File: config.mk
export PLATFORM = sky130hd
export DESIGN_NAME = wdcg_top
export DESIGN_NICKNAME = d
export VERILOG_FILES = /design/src/wdcg_done.sv /design/src/wdcg_pkg.sv /design/src/wdcg_counter.sv /design/src/wdcg_top.sv
export SDC_FILE = /design/constraint.sdc
export NUM_CORES = 1
export LEC_CHECK = 0
export BUFFER_PORTS_ARGS = -buffer_cell sky130_fd_sc_hd__buf_2
export CAP_MARGIN = 30
export CORE_ASPECT_RATIO = 1.5
export CORE_UTILIZATION = 35
export CTS_CLUSTER_DIAMETER = 120
export CTS_CLUSTER_SIZE = 8
export DETAILED_ROUTE_END_ITERATION = 10
export GPL_ROUTABILITY_DRIVEN = 0
export GPL_TIMING_DRIVEN = 0
export HOLD_SLACK_MARGIN = 0.06
export PLACE_DENSITY = 0.58
export SLEW_MARGIN = 25
export SYNTH_ARGS = -nofsm -noshare
export SYNTH_HDL_FRONTEND = slang
export SYNTH_SLANG_ARGS = --single-unit
File: constraint.sdc
create_clock -name sys_clk -period 2.2 [get_ports sys_clk]
set_input_delay 0.11 -clock sys_clk [delete_from_list [all_inputs] [get_ports sys_clk]]
set_output_delay 0.11 -clock sys_clk [all_outputs]
set_load 0.02 [all_outputs]
File: src/wdcg_done.sv
/*
 * wdcg_done: intentionally empty compile unit marker; holds no logic.
 * assumes nothing.
 */

File: src/wdcg_pkg.sv
/*
 * wdcg_pkg: constants and types of the watchdog control guard block.
 * assumes a 32-bit axi4-lite bus; register index times four gives the byte address.
 */
package wdcg_pkg;

    // --------------------------------------------------------------
    // bus
    // --------------------------------------------------------------
    localparam int AXI_AW = 18;
    localparam int AXI_DW = 32;
    localparam logic [1:0] RESP_OKAY = 2'h0;
    localparam logic [1:0] RESP_SLVERR = 2'h2;

    // --------------------------------------------------------------
    // register indexes (byte address = index * 4)
    // --------------------------------------------------------------
    localparam logic [15:0] CTRL_IDX = 16'hffb1;
    localparam logic [15:0] CNT_IDX = 16'hffb2;
    localparam logic [15:0] IRQ_STAT_IDX = 16'hffb3;
    localparam logic [15:0] IRQ_MASK_IDX = 16'hffb4;

    // --------------------------------------------------------------
    // control/status field positions
    // --------------------------------------------------------------
    localparam int CTRL_CNT_GUARD = 7;
    localparam int CTRL_CNT_WE = 6;
    localparam int CTRL_WE_GUARD = 5;
    localparam int CTRL_WE = 4;
    localparam int CTRL_RUN_GUARD = 3;
    localparam int CTRL_RUN = 2;
    localparam int CTRL_FLAG_GUARD = 1;
    localparam int CTRL_FLAG = 0;
    localparam int IRQ_OVF = 0;

    // --------------------------------------------------------------
    // widths and reset values
    // --------------------------------------------------------------
    localparam int CNT_W = 8;
    localparam logic CTRL_BIT_RST = 1'h0;
    localparam logic IRQ_MASK_RST = 1'h0;

    typedef struct packed {
        logic cntWe;
        logic ctrlWe;
        logic run;
        logic flag;
    } wdcg_ctrl_t;

endpackage

File: src/wdcg_counter.sv
/*
 * wdcg_counter: the up-counting watchdog counter with load and overflow pulse.
 * assumes load and intRst come from logic on sys_clk.
 */
`timescale 1ns/1ps
`default_nettype none

module wdcg_counter #(
    parameter int CNT_W = wdcg_pkg::CNT_W
) (
    input wire logic sys_clk,
    input wire logic rst,
    input wire logic intRst,
    input wire logic run,
    input wire logic load,
    input wire logic [CNT_W-1:0] loadValue,
    output logic [CNT_W-1:0] count_r,
    output logic ovf_r
);

    if (CNT_W < 2 || CNT_W > 32)
    begin : g_chk
        $error("wdcg_counter: CNT_W must be 2..32");
    end

    localparam logic [CNT_W-1:0] CNT_MAX = {CNT_W{1'b1}};

    // --------------------------------------------------------------
    // counting
    // --------------------------------------------------------------
    // internal reset wins over a load in the same cycle
    always_ff @(posedge sys_clk)
    begin
        if (rst || intRst)
            count_r <= '0;
        else if (load)
            count_r <= loadValue;
        else if (run)
            count_r <= count_r + 1'b1;
    end

    always_ff @(posedge sys_clk)
    begin
        if (rst)
            ovf_r <= 1'b0;
        else
            ovf_r <= run && !load && !intRst && (count_r == CNT_MAX);
    end
endmodule

`default_nettype wire

File: src/wdcg_top.sv
/*
 * wdcg_top: watchdog control/status register with write guards, counter,
 * overflow-reset flag, interrupt status and mask, behind an axi4-lite slave.
 * assumes a single synchronous reset from the reset pin and one clock.
 */
// Function
// - the counter write-enable bit changes only when the same write has 0 in its guard bit, which reads 1, or on counter overflow, which clears it.
// - counter writes load the counter only while the counter write-enable bit is 1.
// - the control write-enable bit changes only when the same write has 0 in its guard bit, which reads 1, or on counter overflow, which clears it.
// - the run bit and the overflow flag take writes only while the control write-enable bit is 1.
// - the run bit changes only when the same write has 0 in its guard bit, which reads 1, or on counter overflow, which clears it.
// - the counter counts up while the run bit is 1 and holds while it is 0.
// - a gated write with guard 0 and run 1 sets the run bit.
// - a gated write with guard 0 and run 0 clears the run bit.
// - the overflow flag changes only when the same write has 0 in its guard bit, which reads 1, or on counter overflow, which sets it.
// - counter overflow raises an internal reset and sets the flag, which survives that reset.
// - the reset pin clears the overflow flag.
// - a gated write with 0 in the flag and its guard clears the flag.
`timescale 1ns/1ps
`default_nettype none

module wdcg_top #(
    parameter int CNT_W = wdcg_pkg::CNT_W
) (
    input wire logic sys_clk,
    input wire logic rst,
    input wire logic [wdcg_pkg::AXI_AW-1:0] s_axi_awaddr,
    input wire logic s_axi_awvalid,
    output logic s_axi_awready,
    input wire logic [wdcg_pkg::AXI_DW-1:0] s_axi_wdata,
    input wire logic [3:0] s_axi_wstrb,
    input wire logic s_axi_wvalid,
    output logic s_axi_wready,
    output logic [1:0] s_axi_bresp,
    output logic s_axi_bvalid,
    input wire logic s_axi_bready,
    input wire logic [wdcg_pkg::AXI_AW-1:0] s_axi_araddr,
    input wire logic s_axi_arvalid,
    output logic s_axi_arready,
    output logic [wdcg_pkg::AXI_DW-1:0] s_axi_rdata,
    output logic [1:0] s_axi_rresp,
    output logic s_axi_rvalid,
    input wire logic s_axi_rready,
    output logic irq,
    output logic wdtReset
);

    if (CNT_W < 2 || CNT_W > wdcg_pkg::AXI_DW)
    begin : g_chk
        $error("wdcg_top: CNT_W must be 2..32");
    end

    // --------------------------------------------------------------
    // decode
    // --------------------------------------------------------------
    function automatic logic isAt(input logic [wdcg_pkg::AXI_AW-1:0] addr,
                                  input logic [15:0] idx);
        isAt = (addr[wdcg_pkg::AXI_AW-1:2] == idx) && (addr[1:0] == 2'h0);
    endfunction

    function automatic logic isMapped(input logic [wdcg_pkg::AXI_AW-1:0] addr);
        isMapped = isAt(addr, wdcg_pkg::CTRL_IDX) || isAt(addr, wdcg_pkg::CNT_IDX) ||
                   isAt(addr, wdcg_pkg::IRQ_STAT_IDX) || isAt(addr, wdcg_pkg::IRQ_MASK_IDX);
    endfunction

    logic [wdcg_pkg::AXI_AW-1:0] awAddr_r;
    logic [wdcg_pkg::AXI_DW-1:0] wData_r;
    logic [3:0] wStrb_r;
    logic awHeld_r;
    logic wHeld_r;
    logic bvalid_r;
    logic awReady_r;
    logic wReady_r;
    logic [1:0] bResp_r;
    logic arReady_r;
    logic rvalid_r;
    logic [wdcg_pkg::AXI_DW-1:0] rData_r;
    logic [1:0] rResp_r;
    logic [wdcg_pkg::AXI_DW-1:0] rdNxt;
    wdcg_pkg::wdcg_ctrl_t ctrl_r;
    logic irqStat_r;
    logic irqMask_r;
    logic irq_r;
    logic intRst_r;
    logic [CNT_W-1:0] count;
    logic cntOvf;
    logic wrFire;
    logic wrCtrl;
    logic wrCnt;
    logic cntLoad;

    // --------------------------------------------------------------
    // write channels
    // --------------------------------------------------------------
    // address and data are held separately so either may come first
    assign wrFire = awHeld_r && wHeld_r && !bvalid_r;
    assign wrCtrl = wrFire && isAt(awAddr_r, wdcg_pkg::CTRL_IDX) && wStrb_r[0];
    assign wrCnt = wrFire && isAt(awAddr_r, wdcg_pkg::CNT_IDX) && wStrb_r[0];
    assign cntLoad = wrCnt && ctrl_r.cntWe;

    always_ff @(posedge sys_clk)
    begin
        if (rst)
        begin
            awReady_r <= 1'b0;
            awHeld_r <= 1'b0;
            awAddr_r <= '0;
        end
        else if (s_axi_awvalid && awReady_r)
        begin
            awReady_r <= 1'b0;
            awHeld_r <= 1'b1;
            awAddr_r <= s_axi_awaddr;
        end
        else
        begin
            if (wrFire)
                awHeld_r <= 1'b0;
            if (!awHeld_r && !bvalid_r && !wrFire)
                awReady_r <= 1'b1;
        end
    end

    always_ff @(posedge sys_clk)
    begin
        if (rst)
        begin
            wReady_r <= 1'b0;
            wHeld_r <= 1'b0;
            wData_r <= '0;
            wStrb_r <= 4'h0;
        end
        else if (s_axi_wvalid && wReady_r)
        begin
            wReady_r <= 1'b0;
            wHeld_r <= 1'b1;
            wData_r <= s_axi_wdata;
            wStrb_r <= s_axi_wstrb;
        end
        else
        begin
            if (wrFire)
                wHeld_r <= 1'b0;
            if (!wHeld_r && !bvalid_r && !wrFire)
                wReady_r <= 1'b1;
        end
    end

    always_ff @(posedge sys_clk)
    begin
        if (rst)
        begin
            bvalid_r <= 1'b0;
            bResp_r <= wdcg_pkg::RESP_OKAY;
        end
        else if (wrFire)
        begin
            bvalid_r <= 1'b1;
            bResp_r <= isMapped(awAddr_r) ? wdcg_pkg::RESP_OKAY : wdcg_pkg::RESP_SLVERR;
        end
        else if (bvalid_r && s_axi_bready)
            bvalid_r <= 1'b0;
    end

    // --------------------------------------------------------------
    // read channel
    // --------------------------------------------------------------
    always_comb
    begin
        rdNxt = '0;
        if (isAt(s_axi_araddr, wdcg_pkg::CTRL_IDX))
        begin
            rdNxt[wdcg_pkg::CTRL_CNT_GUARD] = 1'b1;
            rdNxt[wdcg_pkg::CTRL_CNT_WE] = ctrl_r.cntWe;
            rdNxt[wdcg_pkg::CTRL_WE_GUARD] = 1'b1;
            rdNxt[wdcg_pkg::CTRL_WE] = ctrl_r.ctrlWe;
            rdNxt[wdcg_pkg::CTRL_RUN_GUARD] = 1'b1;
            rdNxt[wdcg_pkg::CTRL_RUN] = ctrl_r.run;
            rdNxt[wdcg_pkg::CTRL_FLAG_GUARD] = 1'b1;
            rdNxt[wdcg_pkg::CTRL_FLAG] = ctrl_r.flag;
        end
        else if (isAt(s_axi_araddr, wdcg_pkg::CNT_IDX))
            rdNxt[CNT_W-1:0] = count;
        else if (isAt(s_axi_araddr, wdcg_pkg::IRQ_STAT_IDX))
            rdNxt[wdcg_pkg::IRQ_OVF] = irqStat_r;
        else if (isAt(s_axi_araddr, wdcg_pkg::IRQ_MASK_IDX))
            rdNxt[wdcg_pkg::IRQ_OVF] = irqMask_r;
    end

    always_ff @(posedge sys_clk)
    begin
        if (rst)
        begin
            arReady_r <= 1'b0;
            rvalid_r <= 1'b0;
            rData_r <= '0;
            rResp_r <= wdcg_pkg::RESP_OKAY;
        end
        else if (s_axi_arvalid && arReady_r)
        begin
            arReady_r <= 1'b0;
            rvalid_r <= 1'b1;
            rData_r <= rdNxt;
            rResp_r <= isMapped(s_axi_araddr) ? wdcg_pkg::RESP_OKAY : wdcg_pkg::RESP_SLVERR;
        end
        else if (rvalid_r && s_axi_rready)
            rvalid_r <= 1'b0;
        else if (!rvalid_r)
            arReady_r <= 1'b1;
    end

    // --------------------------------------------------------------
    // guarded control/status bits
    // --------------------------------------------------------------
    // overflow has priority: the internal reset must not be undone by a write
    always_ff @(posedge sys_clk)
    begin
        if (rst)
        begin
            ctrl_r.cntWe <= wdcg_pkg::CTRL_BIT_RST;
            ctrl_r.ctrlWe <= wdcg_pkg::CTRL_BIT_RST;
            ctrl_r.run <= wdcg_pkg::CTRL_BIT_RST;
            ctrl_r.flag <= wdcg_pkg::CTRL_BIT_RST;
        end
        else if (cntOvf)
        begin
            ctrl_r.cntWe <= 1'b0;
            ctrl_r.ctrlWe <= 1'b0;
            ctrl_r.run <= 1'b0;
            ctrl_r.flag <= 1'b1;
        end
        else if (wrCtrl)
        begin
            if (!wData_r[wdcg_pkg::CTRL_CNT_GUARD])
                ctrl_r.cntWe <= wData_r[wdcg_pkg::CTRL_CNT_WE];
            if (!wData_r[wdcg_pkg::CTRL_WE_GUARD])
                ctrl_r.ctrlWe <= wData_r[wdcg_pkg::CTRL_WE];
            // old ctrlWe value: a write cannot unlock itself
            if (ctrl_r.ctrlWe)
            begin
                if (!wData_r[wdcg_pkg::CTRL_RUN_GUARD])
                    ctrl_r.run <= wData_r[wdcg_pkg::CTRL_RUN];
                if (!wData_r[wdcg_pkg::CTRL_FLAG_GUARD] && !wData_r[wdcg_pkg::CTRL_FLAG])
                    ctrl_r.flag <= 1'b0;
            end
        end
    end

    // internal reset pulse; it clears the counter but not the flag
    always_ff @(posedge sys_clk)
    begin
        if (rst)
            intRst_r <= 1'b0;
        else
            intRst_r <= cntOvf;
    end

    wdcg_counter #(
        .CNT_W(CNT_W)
    ) u_counter (
        .sys_clk(sys_clk),
        .rst(rst),
        .intRst(intRst_r),
        .run(ctrl_r.run),
        .load(cntLoad),
        .loadValue(wData_r[CNT_W-1:0]),
        .count_r(count),
        .ovf_r(cntOvf)
    );

    // --------------------------------------------------------------
    // interrupt
    // --------------------------------------------------------------
    // set wins over a same-cycle write-one clear
    always_ff @(posedge sys_clk)
    begin
        if (rst)
            irqStat_r <= 1'b0;
        else if (cntOvf)
            irqStat_r <= 1'b1;
        else if (wrFire && isAt(awAddr_r, wdcg_pkg::IRQ_STAT_IDX) && wStrb_r[0] &&
                 wData_r[wdcg_pkg::IRQ_OVF])
            irqStat_r <= 1'b0;
    end

    always_ff @(posedge sys_clk)
    begin
        if (rst)
            irqMask_r <= wdcg_pkg::IRQ_MASK_RST;
        else if (wrFire && isAt(awAddr_r, wdcg_pkg::IRQ_MASK_IDX) && wStrb_r[0])
            irqMask_r <= wData_r[wdcg_pkg::IRQ_OVF];
    end

    always_ff @(posedge sys_clk)
    begin
        if (rst)
            irq_r <= 1'b0;
        else
            irq_r <= irqStat_r && irqMask_r;
    end

    assign s_axi_awready = awReady_r;
    assign s_axi_wready = wReady_r;
    assign s_axi_bvalid = bvalid_r;
    assign s_axi_bresp = bResp_r;
    assign s_axi_arready = arReady_r;
    assign s_axi_rvalid = rvalid_r;
    assign s_axi_rdata = rData_r;
    assign s_axi_rresp = rResp_r;
    assign irq = irq_r;
    assign wdtReset = intRst_r;
endmodule

`default_nettype wire

Word level (Yosys, flattened, before mapping)
Index checks and enable logic that the tools add are counted.
- bits in registers: 63
- latch bits: 0
- RAM bits: 0
- memory bits (read-only): 0
- bits of input ports: 79
- word-level logic and storage cells: 129
- memories: 0
- add/sub/neg operators: 1
- multipliers: 0
- div/mod/pow operators: 0
- magnitude comparators: 0
- equal/unequal tests: 9
- shift operators: 0
- muxes and demuxes: 22
- bitwise gates (word level): 5
- reduce and logical (&&, ||, !) cells: 69
- operators with widths (kind ; number):
    16-bit equality test, second input constant ; 8
    1-bit logical AND ; 34
    8-bit 2-to-1 mux ; 3
    2-bit nonzero test ; 9
    1-bit 2-to-1 mux ; 16
    8-bit by 1-bit adder with 8-bit output, second input constant ; 1
    8-bit equality test, second input constant ; 1
    1-bit zero test ; 8
    2-bit OR reduction ; 4
    1-bit logical OR ; 7
    7-bit 2-to-1 mux ; 1
    2-bit AND reduction ; 3
    3-bit AND reduction ; 2
    1-bit NOT ; 5
    2-bit zero test ; 2
    2-bit 2-to-1 mux ; 2

Longest topological paths before layout
Gate-level depths: netlist (run 1).
- depth after elaboration: 9
- mapped depth: 6

By module
From an unflattened synthesis (run 1), not the netlist that was laid out.
- cells, all modules: 345
- area total of the unflattened synthesis: 2850.2 um2
- modules (own cells, without submodules) (module ; instances ; cells an instance ; area an instance (um2)):
    wdcg_top ; 1 ; 289 ; 2376.0
    wdcg_counter ; 1 ; 56 ; 474.2

Least setup slack after synthesis (run 1)
No wires, ideal clock.
- kind: register to register
- start point: register awAddr_r[0] (netlist name)
- end point: register ctrl_r[0] (netlist name)
- arrival time: 1627 ps
- data required time: 2068 ps
- slack: 441 ps
- cell stages (with the launch flop): 6
- period minus slack after synthesis: 1759 ps
- path through: dfxtp_1 > or3b_1 > or4_1 > buf_6 > o41ai_2 > a21oi_1
- longest elaborated chain between the ends: 6
- ends and longest elaborated chain (item ; RTL line ; RTL):
    start, declared ; wdcg_top.sv:66 ; logic [wdcg_pkg::AXI_AW-1:0] awAddr_r;
    start signal, assigned ; wdcg_top.sv:113 ; awAddr_r <= s_axi_awaddr;
    2-bit zero test ; wdcg_top.sv:58 ; isAt = (addr[wdcg_pkg::AXI_AW-1:2] == idx) && (addr[1:0] == 2'h0);
    1-bit logical AND ; wdcg_top.sv:58 ;
    1-bit logical AND (2 in series) ; wdcg_top.sv:97 ; assign wrCtrl = wrFire && isAt(awAddr_r, wdcg_pkg::CTRL_IDX) && wStrb_r[0];
    2-bit nonzero test (no line) ; - ;
    3-bit AND reduction (no line) ; - ;
    end, declared ; wdcg_top.sv:80 ; wdcg_pkg::wdcg_ctrl_t ctrl_r;
No other way between the ends.
A chain may end at the register's enable or synchronous reset.

Worst setup path in the final report (run 1)
Ends and elaborated chain as after synthesis.

==> qor.csv, run 1 <==
stage;metric;value;unit
run_status;status;finished, final reports clean;
timing;timing.final.ws_setup;288;ps
timing;hold_viol;0;
grt;antenna_found_initial;0;
setup_path;crit_path_max_fanout;10;
detailed_routing;wl_per_cell;11.3;um
setup_path;crit_family;simple AND/OR/NAND/NOR gates;
finish;diodes;0;
setup_path;cp-end-kind;flop;
finish;num-nets-final;566;
logic_synthesis;synthFlopType;dfxtp_1;
timing;max_freq;0.523;GHz
finish;final_common_cell;nand2_1;
clock_tree;htree_levels;3;
grt;grt_pass1_wl;10800;um
detailed_routing;remaining_drc_errors;0;
power;p_leak;0.00165;uW
floorplan;die_w;75.4;um
setup_path;cp.arrival;2100;ps
floorplan;start_util;0.366;
timing;fin_crit_sh;0.869;
detailed_routing;drt_iter0_drc;95;
clock_tree;postCtsSetupRepairBufs;0;
detailed_routing;wl;6670;um
detailed_routing;dr.pass1.iters;4;
logic_synthesis;synth.largest_area_cell;dfxtp_1;
finish;areaGrowthSynthToFinish;41.2;%
timing;setup_tns;0;ps
place;place_ws;291;ps
power;ir_worst_vdd;0.000498;V
timing;period_minus_slack;1910;ps
timing;setup_violations;0;
floorplan;rows;39;
logic_synthesis;postSynthAreaPerCell;8.00;um2
clock_tree;clk_latency;330;ps
timing;skew;5.74;ps
logic_synthesis;ys_async_sr_fraction;0;
logic_synthesis;synth_edf_count;0;
logic_synthesis;synth_cell_types;46;
setup_path;start_kind;flop;
logic_synthesis;syn-cell-area;2830;um2
setup_path;cp.required;2390;ps
setup_path;critical_path_class;flop to flop;
timing;drv_slew;0;
floorplan;dieArea;8440;um2
floorplan;dieHeight;112;um
floorplan;top_level_ports;122;
grt;grt_usage;0.167;
timing;hold-worst-slack;95.7;ps
timing;slew_headroom;0.374;
logic_synthesis;synth_area_leaders;dfxtp_1 (43%), nand2_1 (10%), a21oi_1 (9.0%);
place;dpl.hpwl;4920;um
power;power_density;734;nW/um2
setup_path;slowest_delay;450;ps
grt;grt_pass1_vias;2570;
setup_path;worst_path_max_delay_cell;or4_1;
setup_path;cp_cell_sequence;or3b_1 > or4_1 > buf_6 > o41ai_2 > a21oi_1;
worst_hold_path;min-delay-path-class;primary input to flop;
logic_synthesis;yosysTopAreaCellShare;0.432;
timing;worst_pin_slew;931;ps
logic_synthesis;ys_seq_area_frac;0.432;
setup_path;crit_buf_inv;1;
timing;rsz0062_at_grt;false;
grt;grt-ovfl-total;0;
detailed_routing;vias;2732;
logic_synthesis;ys_seq_elements;61;
clock_tree;clock_sinks;61;
finish;layout_common_cells;nand2_1 (76), buf_2 (68), dfxtp_1 (61);
floorplan;coreArea;7710;um2
detailed_routing;drtAntennaViolNets;0;
job;cap_violations;0;
logic_synthesis;ys.warnings.count;0;
detailed_routing;routed_via_density;4.61;
logic_synthesis;synth_cells;353;
finish;fill_cells;766;
finish;drive_gt1_frac;0.236;
clock_tree;cts_buffers;9;
clock_tree;clk_pin_slew;50;ps
clock_tree;cts_buffer_depth;2;
place;placement.io_buffers;67;
clock_tree;cts-root-buf;clkbuf_16;
clock_tree;cts_tree;done;
grt;grt_max_degree;11;
==> sequential cells by signal, indices dropped and copies added (netlist names), 4 cells and up <==
register / cells
wData_r: 8
u_counter.count_r: 8
s_axi_rdata: 8
ctrl_r: 4
awAddr_r: 18
==> layer usage <==
metal	vias up	share of wire	global-route usage
met4	0	0.023	0.0827
met3	16	0.052	0.0332
met5	-	0	0
li1	1435	-	-
met2	82	0.51	0.298
met1	1199	0.41	0.181
==> worst paths after layout <==
path	from	to	slack [ps]	cells past startpoint
max	awAddr_r[0]	ctrl_r[0]	290	5
max reg2reg	awAddr_r[0]	ctrl_r[0]	290	5
min	s_axi_awvalid	s_axi_awready	100	4
min reg2reg	s_axi_rdata[4]	s_axi_rdata[4]	450	2
==> kinds of logic (layout without fill, tap and decap cells) <==
family,Yosys count,after routing,share of synthesized area
compound gates,81,81,0.161
xor+xnor,7,7,0.0217
fa+ha+maj,1,1,0.00443
buf+inv,51,164,0.108
flops,61,61,0.432
mux,6,6,0.0217
other cells,1,26,0.00133
simple gates,145,145,0.250
==> power by group <==
group          switching, uW  total [uW]  internal [uW]
clock network            475        1440            966
registers               28.5        1170           1140
logic                    168         317            150
total                    671        2930           2260
==> stage by stage <==
stage / util / total power (uW) / instance area (um2) / std cells
finish: 0.518 / 2930 / 3990 / 593
global route: 0.518 / 3040 / 3990 / 593
CTS: 0.517 / 2950 / 3990 / 592
detailed placement: 0.439 / 1470 / 3380 / 547
global placement: 0.439 / 1470 / 3380 / 547
floorplan: - / 1380 / 2920 / 378
==> cells in the mapped netlist, drive strengths merged (2+ instances only) <==
master  count
nand2b      2
o21ai      14
nand4b      2
o22ai       2
mux2i       5
nor3        9
xnor2       6
clkbuf     13
o31ai       2
o21a        3
dfxtp      61
nand2      76
nand4       9
inv         8
buf        30
or4         2
a22oi       3
nor2        8
nor2b       2
nand3b      4
nor4        4
and2        4
a21oi      51
or3         2
nand3      13
==> worst min-delay path, cell delays in order <==
cell and delay (ps):
buf_2 110, inv_1 50, a21oi_1 50, nor2_1 70
==> repair_timing <==
item / in CTS / in global routing
endpoints found under the hold margin: 29 / 0
resized for setup: 0 / 0
hold buffers: 29 / 0
==> layout make-up <==
cell class	count	area, um2	area share
multi-input combinational	266	1390	0.349
sequential	61	1220	0.306
timing repair buffer	97	631	0.158
buffer	43	274	0.0687
clock buffer	13	270	0.0677
tap	102	128	0.0320
clock inverter	3	42.5	0.0107
inverter	8	30.0	0.00753
(Power assumes the default switching activity.)
==> run 2: changes to the inputs <==
--- a/config.mk
+++ b/config.mk
@@ -19,4 +19,5 @@
 export SLEW_MARGIN = 25
 export SYNTH_ARGS = -nofsm -noshare
 export SYNTH_HDL_FRONTEND = slang
+export SYNTH_HIERARCHICAL = 1
 export SYNTH_SLANG_ARGS = --single-unit
==> run 2 against run 1 <==
Maximum frequency decreased by 7.2%. Die area rose by 0.87%. Cell area increased by 1.5%. Sequential share of layout area is 0.34 points lower. Routed wire length rose by 5.5%. Core utilization fell by 0.84 points. Synthesized area rose by 0.89%. Via count grew 0.48%. Combinational power rose by 2%. Clock-buffer cell count down 1.
==> qor.csv, run 2 <==
stage;metric;value;unit;change
grt;grt_max_degree;11;;unchanged
finish;diodes;0;;unchanged
logic_synthesis;synth_area_leaders;dfxtp_1 (43%), nand2_1 (9.0%), a21oi_1 (7.6%);;was dfxtp_1 (43%), nand2_1 (10%), a21oi_1 (9.0%)
logic_synthesis;synth_common_cells;nand2_1 (68), dfxtp_1 (61), a21oi_1 (43), buf_4 (27), nor2_1 (18);;was nand2_1 (76), dfxtp_1 (61), a21oi_1 (51), buf_4 (26), o21ai_0 (14)
timing;period_minus_slack;2060;ps;was 1910 ps
power;p_clk_frac;0.488;;was 0.492
setup_path;cp_cell_sequence;and4b_2 > nand4_4 > nor3_1 > and3b_2 > or4b_4 > or4_4 > o211ai_2;;was or3b_1 > or4_1 > buf_6 > o41ai_2 > a21oi_1
grt;grt_usage;0.182;;was 0.167
clock_tree;cts_tree;done;;unchanged
logic_synthesis;synthFlopType;dfxtp_1;;unchanged
logic_synthesis;synth_cell_types;52;;was 46
floorplan;die_w;75.7;um;was 75.4 um
logic_synthesis;ys.warnings.count;6;;was 0
worst_hold_path;hp-start;s_axi_awaddr[3];;was s_axi_awvalid
clock_tree;cts-root-buf;clkbuf_16;;unchanged
run_status;status;finished, final reports clean;;unchanged
place;dpl.hpwl;5180;um;was 4920 um
logic_synthesis;ys_async_sr_fraction;0;;unchanged
setup_path;crit_path_max_fanout;3;;was 10
timing;hold_viol;0;;unchanged
timing;setup_violations;0;;unchanged
logic_synthesis;syn-cell-area;2850;um2;was 2830 um2
detailed_routing;drtAntennaViolNets;0;;unchanged
place;placement.io_buffers;68;;was 67
clock_tree;clk_pin_slew;50;ps;about the same
setup_path;reg2reg_to;u_counter/count_r[7];;was ctrl_r[0]
logic_synthesis;yosysTopAreaCellShare;0.428;;was 0.432
timing;rsz0062_at_grt;false;;unchanged
finish;drive_gt1_frac;0.270;;was 0.236
finish;regMostFlops;awAddr_r;;unchanged
logic_synthesis;ys_seq_area_frac;0.428;;was 0.432
setup_path;reg2reg_slack;140;ps;was 290 ps
timing;slew_headroom;0.643;;was 0.374
finish;layout_common_cells;nand2_1 (68), buf_2 (68), dfxtp_1 (59);;was nand2_1 (76), buf_2 (68), dfxtp_1 (61)
setup_path;reg2reg_depth;7;;was 5
setup_path;critical_path_class;flop to flop;;unchanged
clock_tree;clock_sinks;61;;unchanged
grt;grt_pass1_wl;11800;um;was 10800 um
power;switching_share;0.229;;about the same
worst_hold_path;min-delay-path-class;primary input to flop;;unchanged
power;p_seq_frac;0.401;;was 0.400
timing;fin_crit_sh;0.937;;was 0.869
power;intPower;2260;uW;about the same
logic_synthesis;synth.largest_area_cell;dfxtp_1;;unchanged
timing;worst_pin_slew;535;ps;was 931 ps
power;p_leak;0.00169;uW;was 0.00165 uW
clock_tree;cts_buffers;9;;unchanged
setup_path;cp.required;2450;ps;was 2390 ps
logic_synthesis;postSynthAreaPerCell;8.26;um2;was 8.00 um2
logic_synthesis;synth_edf_count;0;;unchanged
timing;skew;5.25;ps;was 5.74 ps
detailed_routing;routed_via_density;4.64;;was 4.61
setup_path;cp.arrival;2320;ps;was 2100 ps
timing;setup_tns;0;ps;unchanged
floorplan;coreArea;7960;um2;was 7710 um2
power;power_density;722;nW/um2;was 734 nW/um2
setup_path;crit_family;simple AND/OR/NAND/NOR gates;;unchanged
detailed_routing;drt_iter0_drc;71;;was 95
floorplan;start_util;0.358;;was 0.366
detailed_routing;wl;7040;um;was 6670 um
job;cap_violations;0;;unchanged
logic_synthesis;synth_most_common_cell;nand2_1;;unchanged
timing;timing.final.ws_setup;138;ps;was 288 ps
clock_tree;cts_buffer_depth;2;;unchanged
timing;max_freq;0.485;GHz;was 0.523 GHz
grt;grt_pass1_vias;2652;;was 2570
detailed_routing;remaining_drc_errors;0;;unchanged
detailed_routing;wl_per_cell;11.9;um;was 11.3 um
worst_hold_path;min_to;awAddr_r[3];;was s_axi_awready
setup_path;cp-end-kind;flop;;unchanged
detailed_routing;vias;2745;;was 2732
clock_tree;clk_latency;320;ps;was 330 ps
finish;largest_register_ff_count;18;;unchanged
clock_tree;htree_levels;3;;unchanged
detailed_routing;dr.pass1.iters;5;;was 4
logic_synthesis;ys_seq_elements;61;;unchanged
power;switchingPower;669;uW;was 671 uW
setup_path;crit_buf_inv;0;;was 1
timing;drv_slew;0;;unchanged
floorplan;dieArea;8520;um2;was 8440 um2
grt;antenna_found_initial;0;;unchanged
setup_path;rr_startpoint;awAddr_r[14];;was awAddr_r[0]
finish;areaGrowthSynthToFinish;42.1;%;was 41.2%
worst_hold_path;min_path_cells;3;;was 4
setup_path;worst_path_max_delay_cell;or4b_4;;was or4_1
setup_path;start_kind;flop;;unchanged
logic_synthesis;synth_cells;345;;was 353
power;combPwrFrac;0.111;;was 0.108
power;ir_worst_vdd;0.000446;V;was 0.000498 V
floorplan;top_level_ports;122;;unchanged
setup_path;slowest_delay;490;ps;was 450 ps
floorplan;dieHeight;113;um;was 112 um
finish;num-nets-final;561;;was 566
place;place_ws;-132;ps;was 291 ps
grt;grt-ovfl-total;0;;unchanged
floorplan;rows;40;;was 39
[run 2: layout make-up]
| type | count | area [um2] |
|---|---|---|
| well taps | 105 | 131 |
| clock inverters | 4 | 45.0 |
| inverters | 10 | 37.5 |
| repair buffers | 100 | 651 |
| multi-input cells | 261 | 1450 |
| plain buffers | 38 | 244 |
| flip-flops and latches | 61 | 1230 |
| clock buffers | 12 | 267 |
| fillers | 776 | 3910 |
[run 2: power groups by stage]
stage          logic (uW)  registers [uW]  clock network [uW]
6_report              324            1170                1430
3_3_place_gp          281            1200                   0
3_5_place_dp          284            1200                   0
4_1_cts               322            1170                1460
5_1_grt               366            1180                1510
2_1_floorplan         185            1200                   0
[run 2: what timing repair did]
action	in CTS	in global routing
setup endpoints to repair	2	2
endpoints found under the hold margin	28	0
buffers inserted	2	2
pin swaps	2	4
hold buffers	28	0
gates resized for setup	3	4
[run 2: worst reg2reg max path, cell delays in order (launching register included)]
cell and delay [ps]:
dfxtp_1 310, and4b_2 270, nand4_4 90, nor3_1 70
and3b_2 250, or4b_4 490, or4_4 430, o211ai_2 80
[run 2: metal layers]
metal  up-vias  part of all wire  track usage
met5         -                 0            0
li1       1427                 -            -
met1      1219              0.39        0.186
met2        86              0.54        0.339
met3        13             0.044       0.0494
met4         0             0.020       0.0654
[run 2: kinds of logic after synthesis]
kind of cell / synth area share
AOI/OAI and AO/OA: 0.156
xor gates and xnor gates: 0.0184
adders and majority gates: 0.00439
buffers and inverters: 0.0988
DFF: 0.428
muxes: 0.0140
other: 0.00132
and+or+nand+nor: 0.279
[run 2: worst max path at each step]
stage,start,endpoint,cells past startpoint
final,awAddr_r[14],u_counter/count_r[7],7
after floorplan,s_axi_bvalid,u_counter/count_r[7],7
after global placement,awAddr_r[8],u_counter/count_r[7],7
after CTS,s_axi_bvalid,u_counter/count_r[7],7
after global routing,awAddr_r[15],u_counter/count_r[2],7
after detailed placement,awAddr_r[7],u_counter/count_r[7],7
[run 2: metrics by stage]
step	cells	instance area [um2]	hold slack [ps]	total power, uW	utilization
CTS	589	4030	61.5	2960	0.506
global route	591	4050	110	3060	0.509
finish	591	4050	77.2	2930	0.509
global placement	543	3420	336	1480	0.429
floorplan	370	2950	193	1390	-
detailed placement	543	3420	344	1480	0.429
==> run 3: changes to the inputs <==
--- a/config.mk
+++ b/config.mk
@@ -16,7 +16,8 @@
 export GPL_TIMING_DRIVEN = 0
 export HOLD_SLACK_MARGIN = 0.06
 export PLACE_DENSITY = 0.58
-export SLEW_MARGIN = 25
+export SETUP_SLACK_MARGIN = 0.15
+export SLEW_MARGIN = 20
 export SYNTH_ARGS = -nofsm -noshare
 export SYNTH_HDL_FRONTEND = slang
 export SYNTH_HIERARCHICAL = 1
==> run 3 against run 2 <==
Critical path depth did not move. Flip-flop and latch count did not move. Clock-buffer cell count fell by 3. Clock power rose by 3%. Largest cell class unchanged. Register-to-register slack improved by 30 ps. Non-clock buffer count rose by 2.
==> qor.csv, run 3 (synthesis gave the netlist of run 2 again) <==
stage;metric;value;unit;change
run_status;status;finished, final reports clean;;unchanged
power;power_density;729;nW/um2;was 722 nW/um2
detailed_routing;vias;2759;;was 2745
place;dpl.hpwl;5200;um;was 5180 um
grt;grt_max_degree;12;;was 11
finish;areaGrowthSynthToFinish;43.1;%;was 42.1%
setup_path;critical_path_class;flop to flop;;unchanged
clock_tree;clock_sinks;61;;unchanged
power;p_leak;0.00170;uW;was 0.00169 uW
clock_tree;clk_latency;330;ps;was 320 ps
power;ir_worst_vdd;0.000444;V;was 0.000446 V
finish;multi_input_area;1450;um2;about the same
detailed_routing;wl;6960;um;was 7040 um
floorplan;dieArea;8520;um2;unchanged
timing;hold-worst-slack;76.7;ps;was 77.2 ps
detailed_routing;dr.pass1.iters;4;;was 5
finish;drive_gt1_frac;0.273;;was 0.270
worst_hold_path;min-delay-path-class;primary input to flop;;unchanged
finish;num-nets-final;563;;was 561
floorplan;die_w;75.7;um;unchanged
setup_path;cp-end-kind;flop;;unchanged
timing;setup_violations;0;;unchanged
grt;grt_pass1_wl;11400;um;was 11800 um
grt;antenna_found_initial;0;;unchanged
clock_tree;cts_tree;done;;unchanged
grt;grt_pass1_vias;2613;;was 2652
timing;drv_slew;0;;unchanged
clock_tree;cts_buffers;9;;unchanged
timing;hold_viol;0;;unchanged
timing;slew_headroom;0.650;;was 0.643
detailed_routing;routed_via_density;4.65;;was 4.64
grt;grt-ovfl-total;0;;unchanged
timing;max_freq;0.493;GHz;was 0.485 GHz
finish;fill_cells;757;;was 776
detailed_routing;wl_per_cell;11.7;um;was 11.9 um
detailed_routing;remaining_drc_errors;0;;unchanged
job;cap_violations;0;;unchanged
floorplan;start_util;0.358;;unchanged
finish;regMostFlops;awAddr_r;;unchanged
clock_tree;cts-root-buf;clkbuf_16;;unchanged
detailed_routing;drt_iter0_drc;61;;was 71
timing;skew;4.40;ps;was 5.25 ps
timing;fin_crit_sh;0.922;;was 0.937
timing;rsz0062_at_grt;true;;was false
floorplan;top_level_ports;122;;unchanged
timing;worst_pin_slew;526;ps;was 535 ps
floorplan;rows;40;;unchanged
finish;layout_common_cells;nand2_1 (68), buf_2 (68), dfxtp_1 (58);;was nand2_1 (68), buf_2 (68), dfxtp_1 (59)
clock_tree;clk_pin_slew;50;ps;about the same
finish;largest_register_ff_count;18;;unchanged
timing;setup_tns;0;ps;unchanged
clock_tree;htree_levels;3;;unchanged
setup_path;crit_path_max_fanout;5;;was 3
finish;diodes;0;;unchanged
place;placement.io_buffers;68;;unchanged
grt;grt_usage;0.178;;was 0.182
detailed_routing;drtAntennaViolNets;0;;unchanged
setup_path;start_kind;flop;;unchanged
floorplan;coreArea;7960;um2;unchanged
setup_path;cp.arrival;2290;ps;was 2320 ps
finish;regArea;1230;um2;about the same
timing;period_minus_slack;2030;ps;was 2060 ps
floorplan;dieHeight;113;um;unchanged
clock_tree;cts_buffer_depth;2;;unchanged
setup_path;cp.required;2460;ps;was 2450 ps
run 3: cell types whose count changed in the layout (fill, tap and decap cells not counted):
cell	previous run	this run
nor3_2	0	1
nor3_1	6	5
dfxtp_2	1	2
and4b_2	2	1
buf_4	31	32
dfxtp_1	59	58
bufinv_16	1	2
and4b_1	0	1
clkinvlp_4	0	2
dlygate4sd3_1	28	29
clkbuf_8	3	0
run 3: metrics by stage:
stage	power, uW	utilization	cells	instance area [um2]	setup slack [ps]
global route	3100	0.512	593	4080	117
global placement	1480	0.430	543	3420	58.4
finish	2970	0.512	593	4080	172
floorplan	1380	-	370	2950	194
CTS	3010	0.509	590	4050	129
detailed placement	1480	0.430	543	3420	38.0
run 3: worst paths after layout:
| kind | to | start | cells past startpoint | slack (ps) |
|---|---|---|---|---|
| min reg2reg | s_axi_rdata[7] | s_axi_rdata[7] | 2 | 440 |
| min | s_axi_rvalid | s_axi_rready | 4 | 80 |
| max reg2reg | u_counter/count_r[7] | awAddr_r[9] | 7 | 170 |
| max | u_counter/count_r[7] | awAddr_r[9] | 7 | 170 |
run 3: routing by layer:
metal / part of all wire / track usage / vias up
li1: - / - / 1435
met1: 0.40 / 0.184 / 1225
met2: 0.53 / 0.321 / 81
met3: 0.047 / 0.0485 / 18
met4: 0.025 / 0.0778 / 0
met5: 0 / 0 / -
run 3: power breakdown:
group / leakage (uW) / internal [uW] / switching [uW]
Combinational: 0.00105 / 153 / 170
Clock: 0.000151 / 983 / 491
Sequential: 0.000497 / 1140 / 30.9
run 3: cell type report:
type	count	area share
inverter	10	0.00921
clock buffer	9	0.0552
timing repair buffer	102	0.164
multi-input combinational	261	0.357
sequential	61	0.301
clock inverter	7	0.0221
tap	105	0.0322
buffer	38	0.0598
run 3: critical path: stages (launching register included):
cell      delay (ps)
dfxtp_2          310
and4b_2          260
nand4_4          110
nor3_2            50
and3b_2          230
or4b_4           490
or4_4            430
o211ai_2          80
run 3: timing repair:
item,4_1_cts,5_1_grt
pin swaps,2,2
resized for setup,3,2
endpoints found under the setup margin,4,3
endpoints found under the hold margin,29,0
setup buffers,2,3
hold buffers,29,0
